### config.mk
export PLATFORM = sky130hd
export DESIGN_NAME = mmd_map_decoder
export DESIGN_NICKNAME = d
export VERILOG_FILES = /design/src/mmd_pkg.sv /design/src/mmd_cfg_if.sv /design/src/mmd_space_dec.sv /design/src/mmd_map_decoder.sv
export SDC_FILE = /design/constraint.sdc
export NUM_CORES = 1
export LEC_CHECK = 0
export ABC_CLOCK_PERIOD_IN_PS = 2900
export BUFFER_PORTS_ARGS = -buffer_cell sky130_fd_sc_hd__clkbuf_2
export CORE_AREA = 2 2 111 113
export DETAILED_ROUTE_END_ITERATION = 7
export DIE_AREA = 0 0 113 115
export HOLD_SLACK_MARGIN = 0.12
export PLACE_DENSITY = 0.63
export SLEW_MARGIN = 20
export SYNTH_ARGS = -nofsm -noshare
export SYNTH_HDL_FRONTEND = slang
export SYNTH_SLANG_ARGS = --single-unit
### constraint.sdc
create_clock -name i_sys_clk -period 2.9 [get_ports i_sys_clk]
set_input_delay 0.435 -clock i_sys_clk [delete_from_list [all_inputs] [get_ports i_sys_clk]]
set_output_delay 0.435 -clock i_sys_clk [all_outputs]
set_load 0.005 [all_outputs]
### src/mmd_pkg.sv
/*
 memory map decoder package: boundaries, control bit positions, target codes.
 assumes a 24-bit word address per space and a 10 MHz core clock.
*/
package mmd_pkg;
   localparam int ADDR_W = 24;
   localparam int WORD_W = 24;
   localparam int HALF_W = 16;
   localparam int BANK_W = 8;
   localparam int BANK_IDX_W = 7;
   // ----------------------------------------
   // control bit positions
   // ----------------------------------------
   localparam int OMR_MS_POS = 7;
   localparam int SR_SC_POS = 13;
   localparam int SR_CE_POS = 19;
   // ----------------------------------------
   // program space boundaries
   // ----------------------------------------
   localparam logic [23:0] P_EXT_MS0 = 24'h005000;
   localparam logic [23:0] P_EXT_MS1 = 24'h006000;
   localparam logic [23:0] P_CACHE_MS0 = 24'h004C00;
   localparam logic [23:0] P_CACHE_MS1 = 24'h005C00;
   localparam logic [23:0] P_BOOT_LO = 24'hFF0000;
   localparam logic [23:0] P_BOOT_HI = 24'hFF00BF;
   // ----------------------------------------
   // data space boundaries
   // ----------------------------------------
   localparam logic [23:0] D_EXT_MS0 = 24'h001C00;
   localparam logic [23:0] D_EXT_MS1 = 24'h001400;
   localparam logic [23:0] D_RSV_LO = 24'hFF0000;
   localparam logic [23:0] D_RSV_HI = 24'hFFEFFF;
   localparam logic [23:0] D_IO_LO = 24'hFFFF80;
   localparam logic [23:0] D_IO_LO16 = 24'h00FF80;
   localparam logic [23:0] ADDR_MAX16 = 24'h00FFFF;
   // banks of data ram that live in program space when switched
   localparam logic [6:0] P_BANKS = 7'h50;
   localparam logic [6:0] D_BANKS_SW = 7'h14;
   localparam logic [6:0] SW_BANKS = 7'h08;
   localparam logic [17:0] EXT_MASK18 = 18'h3FFFF;
   // ----------------------------------------
   // types
   // ----------------------------------------
   typedef enum logic [1:0] {
      MMD_SP_P,
      MMD_SP_X,
      MMD_SP_Y
   } mmd_space_t;
   typedef enum logic [2:0] {
      MMD_T_NONE,
      MMD_T_RAM,
      MMD_T_BOOT,
      MMD_T_IO,
      MMD_T_EXT,
      MMD_T_RSV
   } mmd_target_t;
endpackage : mmd_pkg

### src/mmd_cfg_if.sv
/*
 interface carrying the three map control bits between decoder modules.
 assumes the producing module registers the bits.
*/
`timescale 1ns/1ps
`default_nettype none
interface mmd_cfg_if;
   logic ms;
   logic ce;
   logic sc;
   modport src (output ms, output ce, output sc);
   modport dst (input ms, input ce, input sc);
endinterface : mmd_cfg_if
`default_nettype wire

### src/mmd_space_dec.sv
/*
 one-space combinational address decoder, instanced per access path.
 assumes cfg bits stable during an access; the core keeps accesses clear during switches.
*/
`timescale 1ns/1ps
`default_nettype none
module mmd_space_dec #(
   parameter mmd_pkg::mmd_space_t SPACE = mmd_pkg::MMD_SP_P
) (
   // config
   mmd_cfg_if.dst cfg,
   // access
   input wire logic [mmd_pkg::ADDR_W-1:0] i_addr,
   input wire logic i_req,
   // result
   output mmd_pkg::mmd_target_t o_target,
   output logic [mmd_pkg::BANK_IDX_W-1:0] o_bank,
   output logic [mmd_pkg::BANK_W-1:0] o_offset
);
   logic [23:0] ext_lo;
   logic [23:0] a;
   logic in_cache;
   logic over16;
   always_comb begin
      // compat mode limits the address to 16 bits; above that is out of map
      over16 = cfg.sc && (i_addr > mmd_pkg::ADDR_MAX16); // [RULE19]
      a = i_addr;
      o_bank = i_addr[mmd_pkg::BANK_W+mmd_pkg::BANK_IDX_W-1:mmd_pkg::BANK_W]; // [RULE8] [RULE22]
      o_offset = i_addr[mmd_pkg::BANK_W-1:0];
      in_cache = 1'b0;
      o_target = mmd_pkg::MMD_T_NONE;
      if (SPACE == mmd_pkg::MMD_SP_P) begin
         ext_lo = cfg.ms ? mmd_pkg::P_EXT_MS1 : mmd_pkg::P_EXT_MS0; // [RULE2] [RULE3]
         // cache steals the top 1 K of program ram
         in_cache = cfg.ce && (a >= (cfg.ms ? mmd_pkg::P_CACHE_MS1
                                            : mmd_pkg::P_CACHE_MS0)); // [RULE4] [RULE5] [RULE6] [RULE21]
      end else begin
         ext_lo = cfg.ms ? mmd_pkg::D_EXT_MS1 : mmd_pkg::D_EXT_MS0; // [RULE9] [RULE10]
      end
      if (!i_req) begin
         o_target = mmd_pkg::MMD_T_NONE;
      end else if (over16) begin
         o_target = mmd_pkg::MMD_T_RSV;
      end else if (SPACE == mmd_pkg::MMD_SP_P) begin
         if (a >= mmd_pkg::P_BOOT_LO && a <= mmd_pkg::P_BOOT_HI) begin
            o_target = mmd_pkg::MMD_T_BOOT; // [RULE7]
         end else if (a > mmd_pkg::P_BOOT_HI) begin
            o_target = mmd_pkg::MMD_T_RSV;
         end else if (a < ext_lo && !in_cache) begin
            o_target = mmd_pkg::MMD_T_RAM; // [RULE23]
         end else begin
            o_target = mmd_pkg::MMD_T_EXT; // [RULE6]
         end
      end else begin
         if (SPACE == mmd_pkg::MMD_SP_X && !cfg.sc && a >= mmd_pkg::D_IO_LO) begin
            o_target = mmd_pkg::MMD_T_IO; // [RULE11] [RULE12]
         end else if (SPACE == mmd_pkg::MMD_SP_X && cfg.sc && a >= mmd_pkg::D_IO_LO16) begin
            o_target = mmd_pkg::MMD_T_IO; // [RULE11]
         end else if (a >= mmd_pkg::D_RSV_LO && a <= mmd_pkg::D_RSV_HI) begin
            o_target = mmd_pkg::MMD_T_RSV;
         end else if (a < ext_lo) begin
            o_target = mmd_pkg::MMD_T_RAM; // [RULE8]
         end else begin
            // y top window falls through to the external port [RULE13]
            o_target = mmd_pkg::MMD_T_EXT;
         end
      end
   end
endmodule : mmd_space_dec
`default_nettype wire

### src/mmd_map_decoder.sv
/*
 internal memory map decoder: holds switch, cache and compat bits, decodes
 program, x and y accesses to one target each, and maps switched banks.
 assumes the core writes the mode bits through the write strobes below and
 respects the switching sequence; registered outputs lag the request one cycle.
*/
`timescale 1ns/1ps
`default_nettype none
// Operation
// RULE1: mode register bit 7 is memory switch
// RULE2: switch clear: 20K program, external from 5000
// RULE3: switch set: 24K program, external from 6000
// RULE4: cache on, switch clear: 19K program
// RULE5: cache on, switch set: 23K program
// RULE6: cache 1K not addressable, goes external
// RULE7: FF0000..FF00BF selects 192-word boot rom
// RULE8: x and y ram 7K, 28 banks
// RULE9: x external from 1C00 or 1400
// RULE10: y external from 1C00 or 1400
// RULE11: top 128 x addresses are register window
// RULE12: register window reachable by all move kinds
// RULE13: off-chip peripherals belong in top y
// RULE14: software avoids reserved ranges
// RULE15: software clears cache before toggling switch
// RULE16: no accesses to affected ranges mid-switch
// RULE17: avoid stepping switch from debug port
// RULE18: status bit 13 compat, reset clear
// RULE19: compat limits to FFFF, 16-bit words
// RULE20: external reach 64K/256K/4M words
// RULE21: cache at 4C00 or 5C00 range
// RULE22: 80 program banks, eight x/y switched
// RULE23: one target select per access
module mmd_map_decoder #(
   parameter int EXT_ADDR_W = 18,
   parameter int ATTR_W = 4
) (
   // clock and reset
   input wire logic i_sys_clk,
   input wire logic i_reset,
   // mode register writes from the core
   input wire logic i_omr_we,
   input wire logic [mmd_pkg::WORD_W-1:0] i_omr_wdata,
   input wire logic i_sr_we,
   input wire logic [mmd_pkg::WORD_W-1:0] i_sr_wdata,
   // program access
   input wire logic i_p_req,
   input wire logic [mmd_pkg::ADDR_W-1:0] i_p_addr,
   // x access
   input wire logic i_x_req,
   input wire logic [mmd_pkg::ADDR_W-1:0] i_x_addr,
   // y access
   input wire logic i_y_req,
   input wire logic [mmd_pkg::ADDR_W-1:0] i_y_addr,
   // mode state
   output logic o_memory_switch_bit,
   output logic o_cache_en,
   output logic o_sixteen_bit_compat_bit,
   output logic [mmd_pkg::WORD_W-1:0] o_word_mask,
   // combinational selects
   output mmd_pkg::mmd_target_t o_p_target,
   output mmd_pkg::mmd_target_t o_x_target,
   output mmd_pkg::mmd_target_t o_y_target,
   // registered physical bank selects
   output logic [mmd_pkg::BANK_IDX_W-1:0] o_p_bank,
   output logic [mmd_pkg::BANK_IDX_W-1:0] o_x_bank,
   output logic [mmd_pkg::BANK_IDX_W-1:0] o_y_bank,
   output logic o_p_bank_from_x,
   output logic o_p_bank_from_y,
   output logic [mmd_pkg::BANK_W-1:0] o_p_offset,
   output logic [mmd_pkg::BANK_W-1:0] o_x_offset,
   output logic [mmd_pkg::BANK_W-1:0] o_y_offset,
   // registered external port address
   output logic o_ext_valid,
   output mmd_pkg::mmd_space_t o_ext_space,
   output logic [EXT_ADDR_W-1:0] o_ext_addr,
   output logic [ATTR_W-1:0] o_ext_attr
);
   // ----------------------------------------
   // mode bits
   // ----------------------------------------
   logic ms_r, ms_nxt;
   logic ce_r, ce_nxt;
   logic sc_r, sc_nxt;
   always_comb begin
      ms_nxt = ms_r;
      ce_nxt = ce_r;
      sc_nxt = sc_r;
      if (i_omr_we) begin
         ms_nxt = i_omr_wdata[mmd_pkg::OMR_MS_POS]; // [RULE1]
      end
      if (i_sr_we) begin
         ce_nxt = i_sr_wdata[mmd_pkg::SR_CE_POS];
         sc_nxt = i_sr_wdata[mmd_pkg::SR_SC_POS]; // [RULE18]
      end
   end
   always_ff @(posedge i_sys_clk) begin
      if (i_reset) begin
         ms_r <= 1'b0;
         ce_r <= 1'b0;
         sc_r <= 1'b0; // [RULE18]
      end else begin
         ms_r <= ms_nxt;
         ce_r <= ce_nxt;
         sc_r <= sc_nxt;
      end
   end
   assign o_memory_switch_bit = ms_r;
   assign o_cache_en = ce_r;
   assign o_sixteen_bit_compat_bit = sc_r;
   // compat mode narrows every word to 16 bits
   assign o_word_mask = sc_r ? {{(mmd_pkg::WORD_W-mmd_pkg::HALF_W){1'b0}},
                                {mmd_pkg::HALF_W{1'b1}}}
                             : {mmd_pkg::WORD_W{1'b1}}; // [RULE19]
   // ----------------------------------------
   // per-space decode
   // ----------------------------------------
   mmd_cfg_if cfg ();
   assign cfg.ms = ms_r;
   assign cfg.ce = ce_r;
   assign cfg.sc = sc_r;
   logic [mmd_pkg::BANK_IDX_W-1:0] p_bank_c, x_bank_c, y_bank_c;
   logic [mmd_pkg::BANK_W-1:0] p_off_c, x_off_c, y_off_c;
   mmd_space_dec #(.SPACE(mmd_pkg::MMD_SP_P)) u_p_dec (
      .cfg(cfg.dst),
      .i_addr(i_p_addr),
      .i_req(i_p_req),
      .o_target(o_p_target),
      .o_bank(p_bank_c),
      .o_offset(p_off_c)
   );
   mmd_space_dec #(.SPACE(mmd_pkg::MMD_SP_X)) u_x_dec (
      .cfg(cfg.dst),
      .i_addr(i_x_addr),
      .i_req(i_x_req),
      .o_target(o_x_target),
      .o_bank(x_bank_c),
      .o_offset(x_off_c)
   );
   mmd_space_dec #(.SPACE(mmd_pkg::MMD_SP_Y)) u_y_dec (
      .cfg(cfg.dst),
      .i_addr(i_y_addr),
      .i_req(i_y_req),
      .o_target(o_y_target),
      .o_bank(y_bank_c),
      .o_offset(y_off_c)
   );
   // ----------------------------------------
   // bank steering and external address
   // ----------------------------------------
   // program banks 80..95 are physically the top eight x then top eight y banks
   logic [6:0] p_bank_nxt, p_bank_r, x_bank_r, y_bank_r;
   logic from_x_nxt, from_x_r, from_y_nxt, from_y_r;
   logic [7:0] p_off_r, x_off_r, y_off_r;
   logic ext_v_nxt, ext_v_r;
   mmd_pkg::mmd_space_t ext_sp_nxt, ext_sp_r;
   logic [mmd_pkg::ADDR_W-1:0] ext_full;
   logic [EXT_ADDR_W-1:0] ext_a_nxt, ext_a_r;
   logic [ATTR_W-1:0] ext_t_nxt, ext_t_r;
   always_comb begin
      p_bank_nxt = p_bank_c;
      from_x_nxt = 1'b0;
      from_y_nxt = 1'b0;
      if (o_p_target == mmd_pkg::MMD_T_RAM && p_bank_c >= mmd_pkg::P_BANKS) begin
         if (p_bank_c < 7'(mmd_pkg::P_BANKS + mmd_pkg::SW_BANKS)) begin
            from_x_nxt = 1'b1; // [RULE22]
            p_bank_nxt = 7'(p_bank_c - mmd_pkg::P_BANKS + mmd_pkg::D_BANKS_SW);
         end else begin
            from_y_nxt = 1'b1; // [RULE22]
            p_bank_nxt = 7'(p_bank_c - mmd_pkg::P_BANKS - mmd_pkg::SW_BANKS
                            + mmd_pkg::D_BANKS_SW);
         end
      end
      // program has priority on the shared external port, then x, then y
      ext_v_nxt = 1'b1;
      ext_sp_nxt = mmd_pkg::MMD_SP_P;
      ext_full = i_p_addr;
      if (o_p_target == mmd_pkg::MMD_T_EXT) begin
         ext_sp_nxt = mmd_pkg::MMD_SP_P;
      end else if (o_x_target == mmd_pkg::MMD_T_EXT) begin
         ext_sp_nxt = mmd_pkg::MMD_SP_X;
         ext_full = i_x_addr;
      end else if (o_y_target == mmd_pkg::MMD_T_EXT) begin
         ext_sp_nxt = mmd_pkg::MMD_SP_Y;
         ext_full = i_y_addr;
      end else begin
         ext_v_nxt = 1'b0;
      end
      // 18 lines plus four attribute lines; compat mode stays within 64 K
      ext_a_nxt = ext_full[EXT_ADDR_W-1:0]; // [RULE20]
      ext_t_nxt = sc_r ? '0 : ext_full[EXT_ADDR_W+ATTR_W-1:EXT_ADDR_W]; // [RULE20]
   end
   always_ff @(posedge i_sys_clk) begin
      if (i_reset) begin
         p_bank_r <= '0;
         x_bank_r <= '0;
         y_bank_r <= '0;
         from_x_r <= 1'b0;
         from_y_r <= 1'b0;
         p_off_r <= '0;
         x_off_r <= '0;
         y_off_r <= '0;
         ext_v_r <= 1'b0;
         ext_sp_r <= mmd_pkg::MMD_SP_P;
         ext_a_r <= '0;
         ext_t_r <= '0;
      end else begin
         p_bank_r <= p_bank_nxt;
         x_bank_r <= x_bank_c;
         y_bank_r <= y_bank_c;
         from_x_r <= from_x_nxt;
         from_y_r <= from_y_nxt;
         p_off_r <= p_off_c;
         x_off_r <= x_off_c;
         y_off_r <= y_off_c;
         ext_v_r <= ext_v_nxt;
         ext_sp_r <= ext_sp_nxt;
         ext_a_r <= ext_a_nxt;
         ext_t_r <= ext_t_nxt;
      end
   end
   assign o_p_bank = p_bank_r;
   assign o_x_bank = x_bank_r;
   assign o_y_bank = y_bank_r;
   assign o_p_bank_from_x = from_x_r;
   assign o_p_bank_from_y = from_y_r;
   assign o_p_offset = p_off_r;
   assign o_x_offset = x_off_r;
   assign o_y_offset = y_off_r;
   assign o_ext_valid = ext_v_r;
   assign o_ext_space = ext_sp_r;
   assign o_ext_addr = ext_a_r;
   assign o_ext_attr = ext_t_r;
endmodule : mmd_map_decoder
`default_nettype wire

==> results of run 1 <==
==> sequential cells by signal, summed over array words and instances (netlist names) <==
| name | count |
|---|---|
| o_x_offset | 8 |
| o_y_offset | 8 |
| o_p_bank_from_y | 1 |
| o_p_bank_from_x | 1 |
| o_p_offset | 8 |
| o_ext_addr | 18 |
| o_cache_en | 1 |
| o_ext_attr | 4 |
| o_memory_switch_bit | 1 |
| o_ext_valid | 1 |
| o_y_bank | 7 |
| o_sixteen_bit_compat_bit | 1 |
| o_x_bank | 7 |
| o_ext_space | 2 |
| o_p_bank | 7 |
==> cell type report <==
type                       count  area, sq um  area share (%)
tap                          147          184            3.92
clock inverter                 2         35.0           0.746
timing repair buffer         185          971            20.7
clock buffer                  13          260            5.54
sequential                    75         1500            32.0
multi-input combinational    250         1670            35.6
inverter                      19         71.3            1.52
==> kinds of logic (layout without fill, tap and decap cells) <==
logic type,after synthesis,count (layout),share of synthesized area (%)
AND/OR/NAND/NOR,128,128,22.2
AO/OA/AOI/OAI,84,84,17.4
flip-flops,75,75,43.3
buffers and inverters,63,219,10.1
adder cells (fa/ha/maj),11,11,3.97
multiplexers,6,6,1.73
XOR/XNOR,4,4,1.01
other,2,17,0.217
==> path summary, 6_finish.rpt <==
| kind | startpoint | to | slack, ps | cells past startpoint |
|---|---|---|---|---|
| setup reg to reg | o_memory_switch_bit | o_ext_addr[14] | 280 | 8 |
| hold reg to reg | o_cache_en | o_cache_en | 560 | 2 |
| setup / recovery | i_p_addr[18] | o_p_target[1] | 260 | 6 |
| hold / removal | i_x_addr[2] | o_x_offset[2] | 330 | 2 |
==> layer usage <==
layer / vias up / track usage [%] / wire length (um)
met5: - / 0 / 0
met4: 0 / 7.80 / 329
met3: 23 / 4.38 / 808
met2: 160 / 27.9 / 5260
met1: 1501 / 20.9 / 4810
li1: 1628 / - / -
==> per-stage QoR <==
step | total power (W) | hold slack [ps] | setup slack [ps] | std cells
global placement | 0.00156 | 545 | 101 | 676
detailed placement | 0.00157 | 541 | 64.6 | 676
floorplan | 0.00137 | 501 | 467 | 388
global route | 0.00278 | 330 | 21.8 | 691
CTS | 0.00269 | 322 | 222 | 691
finish | 0.00267 | 334 | 256 | 691
==> power by group <==
| group | internal (W) | leakage (nW) | switching, W | total (W) |
|---|---|---|---|---|
| Sequential | 0.00110 | 0.625 | 0.0000228 | 0.00112 |
| Clock | 0.000708 | 0.146 | 0.000413 | 0.00112 |
| Combinational | 0.000190 | 1.49 | 0.000235 | 0.000425 |
| Total | 0.00200 | 2.26 | 0.000670 | 0.00267 |
==> critical path: cells and delay by family <==
kind | cells | cell delay (ps)
compound gates | 2 | 740
buf+inv | 2 | 300
simple gates | 2 | 720
==> cell usage in the layout (no fill, tap or decap), types with 9 or more instances in the layout <==
cell / netlist / routed
dfxtp_1: 75 / 75
clkbuf_2: 0 / 172
inv_1: 18 / 18
clkbuf_16: 0 / 9
nor2_1: 22 / 22
conb_1: 2 / 17
a31oi_1: 21 / 21
buf_4: 25 / 12
ha_1: 11 / 11
o31ai_1: 10 / 10
nor2b_1: 36 / 36
or3_1: 11 / 11
nor3_1: 12 / 12
a21oi_1: 20 / 20
==> flow_metrics.env, run 1 <==
export IMPL_grt_start_max_net_pins=61
export IMPL_fin_tns_setup_ps=0
export IMPL_fp_dieW_um=113
export IMPL_rows=40
export IMPL_grt_overflow_total=0
export IMPL_status="finished, violations left"
export IMPL_holdCritPathClass="in -> reg"
export IMPL_layout_drive_gt1_share_pct=38.2
export IMPL_p_leak_nw=2.26
export IMPL_grt_util_all_layers_pct=16.9
export IMPL_synth_enable_flop_cells=0
export IMPL_synth_top_cell_area_share_pct=43.3
export IMPL_num_nets_final=678
export IMPL_cts_buffers=9
export IMPL_netlist_area_sq_um=3470
export IMPL_synth_flop_cell="dfxtp_1"
export IMPL_fp_dieArea_sq_um=13000
export IMPL_grt_pass1_vias=3134
export IMPL_wirelength_um=11200
export IMPL_yosysTopAreaCell="dfxtp_1"
export IMPL_antenna_found_initial=0
export IMPL_avgViaCountPerCell=4.79
export IMPL_final_area_sq_um=4690
export IMPL_fillCellCount=1203
export IMPL_cts_hold_buf=0
export IMPL_hold_viol_final=0
export IMPL_path_cells="clkbuf_2 -> or4_1 -> o21ai_1 -> nand2_1 -> a2111oi_0 -> clkbuf_2"
export IMPL_async_reset_ff_share_pct=0
export IMPL_vdd_drop_max_mv=0.197
export IMPL_initial_core_util_pct=29.4
export IMPL_skew_ps=5.40
export IMPL_routedWlPerCell_um=16.2
export IMPL_end_kind="primary output"
export IMPL_dpl_hpwl_um=8840
export IMPL_critical_path_arrival_ps=2210
export IMPL_post_cts_buffers=0
export IMPL_synthTopCellsByCount="75 x dfxtp_1, 36 x nor2b_1, 25 x buf_4"
export IMPL_htreeDepth=3
export IMPL_post_route_min_period_ps=2640
export IMPL_synthCells=373
export IMPL_numClockSinks=75
export IMPL_port_buffers=172
export IMPL_clock_latency_ps=330
export IMPL_drtIter0Drc=206
export IMPL_cts_tree="built"
export IMPL_setup_violations=0
export IMPL_fmax_mhz=378
export IMPL_drc=14
export IMPL_ys_types=55
export IMPL_io_pins=235
export IMPL_worstSetupStartpointType="input port"
export IMPL_crit_top_cell="clkbuf_2"
export IMPL_ys_ff_latch=75
export IMPL_final_util_pct=39.7
export IMPL_worstSetupPathType="in -> out"
export IMPL_worst_pin_slew_ps=909
export IMPL_cp_required_ps=2470
export IMPL_ys_warn_count=0
export IMPL_cts_reportedPaths_clkPinSlew_ps=60
export IMPL_cts_resized=0
export IMPL_maxCapViolCount=0
export IMPL_core_area_sq_um=11800
export IMPL_fp_dieH_um=115
export IMPL_max_slew_margin_pct=39.2
export IMPL_drv_slew=0
export IMPL_cts_root_buf="clkbuf_16"
export IMPL_route_vias_total=3312
export IMPL_crit_path_top_delay_cell="or4_1"
export IMPL_failed_checks="design-rule violations"
export IMPL_min_period_over_period_pct=91.2
export IMPL_clockBufferDepth=2
export IMPL_worstPathMaxFanout=3
export IMPL_placed_cell_area_sq_um=4400
export IMPL_grt_pass1_wl_um=16500
export IMPL_avgSynthCellArea_sq_um=9.30
export IMPL_yosysMostFrequentCell="dfxtp_1"
export IMPL_gp_congestion=0.808
export IMPL_synthTopCellsByArea="dfxtp_1 43%, nor2b_1 6.5%, buf_4 5.4%"
export IMPL_powerDensity_nw_per_um2=568
export IMPL_rsz0062_at_grt="no"
export IMPL_area_growth_pct=35.4
export IMPL_n_antenna_cell=0
export IMPL_drtAntennaViolNets=0
export IMPL_ys_seq_area_share_pct=43.3
export IMPL_drtPass1Iterations=7
export IMPL_cpPeakStageDelay_ps=580
(Power assumes the default switching activity.)
==> inputs of run 2 (changes only) <==
--- a/config.mk
+++ b/config.mk
@@ -8,6 +8,7 @@
 export ABC_CLOCK_PERIOD_IN_PS = 2900
 export BUFFER_PORTS_ARGS = -buffer_cell sky130_fd_sc_hd__clkbuf_2
 export CORE_AREA = 2 2 111 113
+export CTS_BUF_LIST = sky130_fd_sc_hd__clkbuf_4 sky130_fd_sc_hd__clkbuf_8 sky130_fd_sc_hd__clkbuf_16
 export DETAILED_ROUTE_END_ITERATION = 7
 export DIE_AREA = 0 0 113 115
 export HOLD_SLACK_MARGIN = 0.12
==> constraint.sdc (replaced) <==
create_clock -name i_sys_clk -period 2.9 [get_ports i_sys_clk]
set_input_delay 0.435 -clock i_sys_clk [delete_from_list [all_inputs] [get_ports i_sys_clk]]
set_output_delay 0.435 -clock i_sys_clk [all_outputs]
set_load 0.01 [all_outputs]
==> flow_metrics.env, run 2 (synthesis gave the netlist of run 1 again) <==
export IMPL_status="finished, violations left"
export IMPL_failed_checks="design-rule violations"
export IMPL_post_route_min_period_ps=2630
export IMPL_wl_met2_um=5250
export IMPL_fp_dieH_um=115
export IMPL_end_kind="register"
export IMPL_initial_core_util_pct=29.4
export IMPL_final_common_cell="clkbuf_2"
export IMPL_drtIter0Drc=227
export IMPL_cts_tree="built"
export IMPL_avgViaCountPerCell=4.84
export IMPL_whs_ps=334
export IMPL_max_slew_margin_pct=38.4
export IMPL_cts_buffers=9
export IMPL_n_antenna_cell=0
export IMPL_port_buffers=172
export IMPL_worstSetupPathType="reg -> reg"
export IMPL_met1_length_um=4840
export IMPL_routedWlPerCell_um=16.3
export IMPL_grt_util_all_layers_pct=16.9
export IMPL_dpl_hpwl_um=8840
export IMPL_cts_root_buf="clkbuf_16"
export IMPL_area_growth_pct=35.7
export IMPL_fmax_mhz=380
export IMPL_fp_dieArea_sq_um=13000
export IMPL_grt_pass1_vias=3141
export IMPL_drtAntennaViolNets=0
export IMPL_route_met3_wl_um=817
export IMPL_powerDensity_nw_per_um2=579
export IMPL_io_pins=235
export IMPL_gp_congestion=0.808
export IMPL_antenna_found_initial=0
export IMPL_vdd_drop_max_mv=0.196
export IMPL_grt_overflow_total=0
export IMPL_numClockSinks=75
export IMPL_p_leak_nw=2.27
export IMPL_worst_pin_slew_ps=920
export IMPL_maxCapViolCount=0
export IMPL_fp_dieW_um=113
export IMPL_hold_viol_final=0
export IMPL_grt_start_max_net_pins=61
export IMPL_cts_hold_buf=0
export IMPL_num_nets_final=678
export IMPL_skew_ps=5.26
export IMPL_cts_reportedPaths_clkPinSlew_ps=60
export IMPL_htreeDepth=3
export IMPL_cp_required_ps=3170
export IMPL_clockBufferDepth=2
export IMPL_drc=14
export IMPL_worstSetupStartpointType="register"
export IMPL_highest_layer="met4"
export IMPL_min_period_over_period_pct=90.8
export IMPL_wirelength_um=11200
export IMPL_largest_reg_flops=18
export IMPL_drv_slew=0
export IMPL_critical_path_arrival_ps=2910
export IMPL_worstPathMaxFanout=12
export IMPL_setup_violations=0
export IMPL_route_vias_total=3346
export IMPL_mostFrequentLayoutCells="172 x clkbuf_2, 75 x dfxtp_1, 36 x nor2b_1, 22 x nor2_1, 21 x a31oi_1"
export IMPL_layout_drive_gt1_share_pct=38.6
export IMPL_holdCritPathClass="in -> reg"
export IMPL_clock_latency_ps=330
export IMPL_grt_pass1_wl_um=16500
export IMPL_rows=40
export IMPL_fin_tns_setup_ps=0
export IMPL_drtPass1Iterations=7
export IMPL_rsz0062_at_grt="no"
export IMPL_core_area_sq_um=11800
## run 2: cell counts in the layout (fill, tap and decap cells not counted)
Identical to the previous run, type by type.
## run 2: layout make-up
class | count | area [sq um]
Clock buffer | 13 | 268
Clock inverter | 2 | 35.0
Fill cell | 1207 | 7110
Inverter | 19 | 71.3
Multi-Input combinational cell | 250 | 1670
Sequential cell | 75 | 1500
Tap cell | 147 | 184
Timing Repair Buffer | 185 | 971
## run 2: what timing repair did
item,in CTS,in global routing
setup endpoints to repair,0,1
setup buffers,0,0
resized for setup,0,1
## run 2: power breakdown
| group | switching, W | leakage, nW | internal, W | total (W) |
|---|---|---|---|---|
| Sequential | 0.0000228 | 0.625 | 0.00110 | 0.00112 |
| Combinational | 0.000270 | 1.49 | 0.000191 | 0.000460 |
| Clock | 0.000414 | 0.153 | 0.000726 | 0.00114 |
## run 2: through the flow
stage / worst slack, ps / instance area, sq um / instances / total power (W) / util (%)
detailed placement: 64.6 / 4400 / 676 / 0.00161 / 37.2
CTS: 201 / 4700 / 691 / 0.00275 / 39.8
global placement: 101 / 4400 / 676 / 0.00160 / 37.2
floorplan: 467 / 3520 / 388 / 0.00140 / -
finish: 268 / 4700 / 691 / 0.00272 / 39.8
global route: 53.1 / 4700 / 691 / 0.00284 / 39.8
## run 2: worst paths after layout
check                       from             end  slack (ps)  cells past startpoint
max reg2reg  o_memory_switch_bit  o_ext_addr[14]         270                      8
min                  i_y_addr[9]     o_y_bank[1]         330                      2
max          o_memory_switch_bit  o_ext_addr[14]         270                      8
min reg2reg           o_cache_en      o_cache_en         560                      2
## run 2: worst max-delay path: stages (launching register included)
cell,delay (ps)
dfxtp_1,340
ha_1,290
a21oi_1,80
o2111a_1,260
or4b_1,620
buf_12,190
o21ai_2,150
and2_1,390
o221a_1,250
## run 2: layer usage
layer | global-route usage, % | vias up
li1 | - | 1627
met1 | 20.9 | 1525
met2 | 27.9 | 171
met3 | 4.38 | 23
met4 | 7.80 | 0
met5 | 0 | -
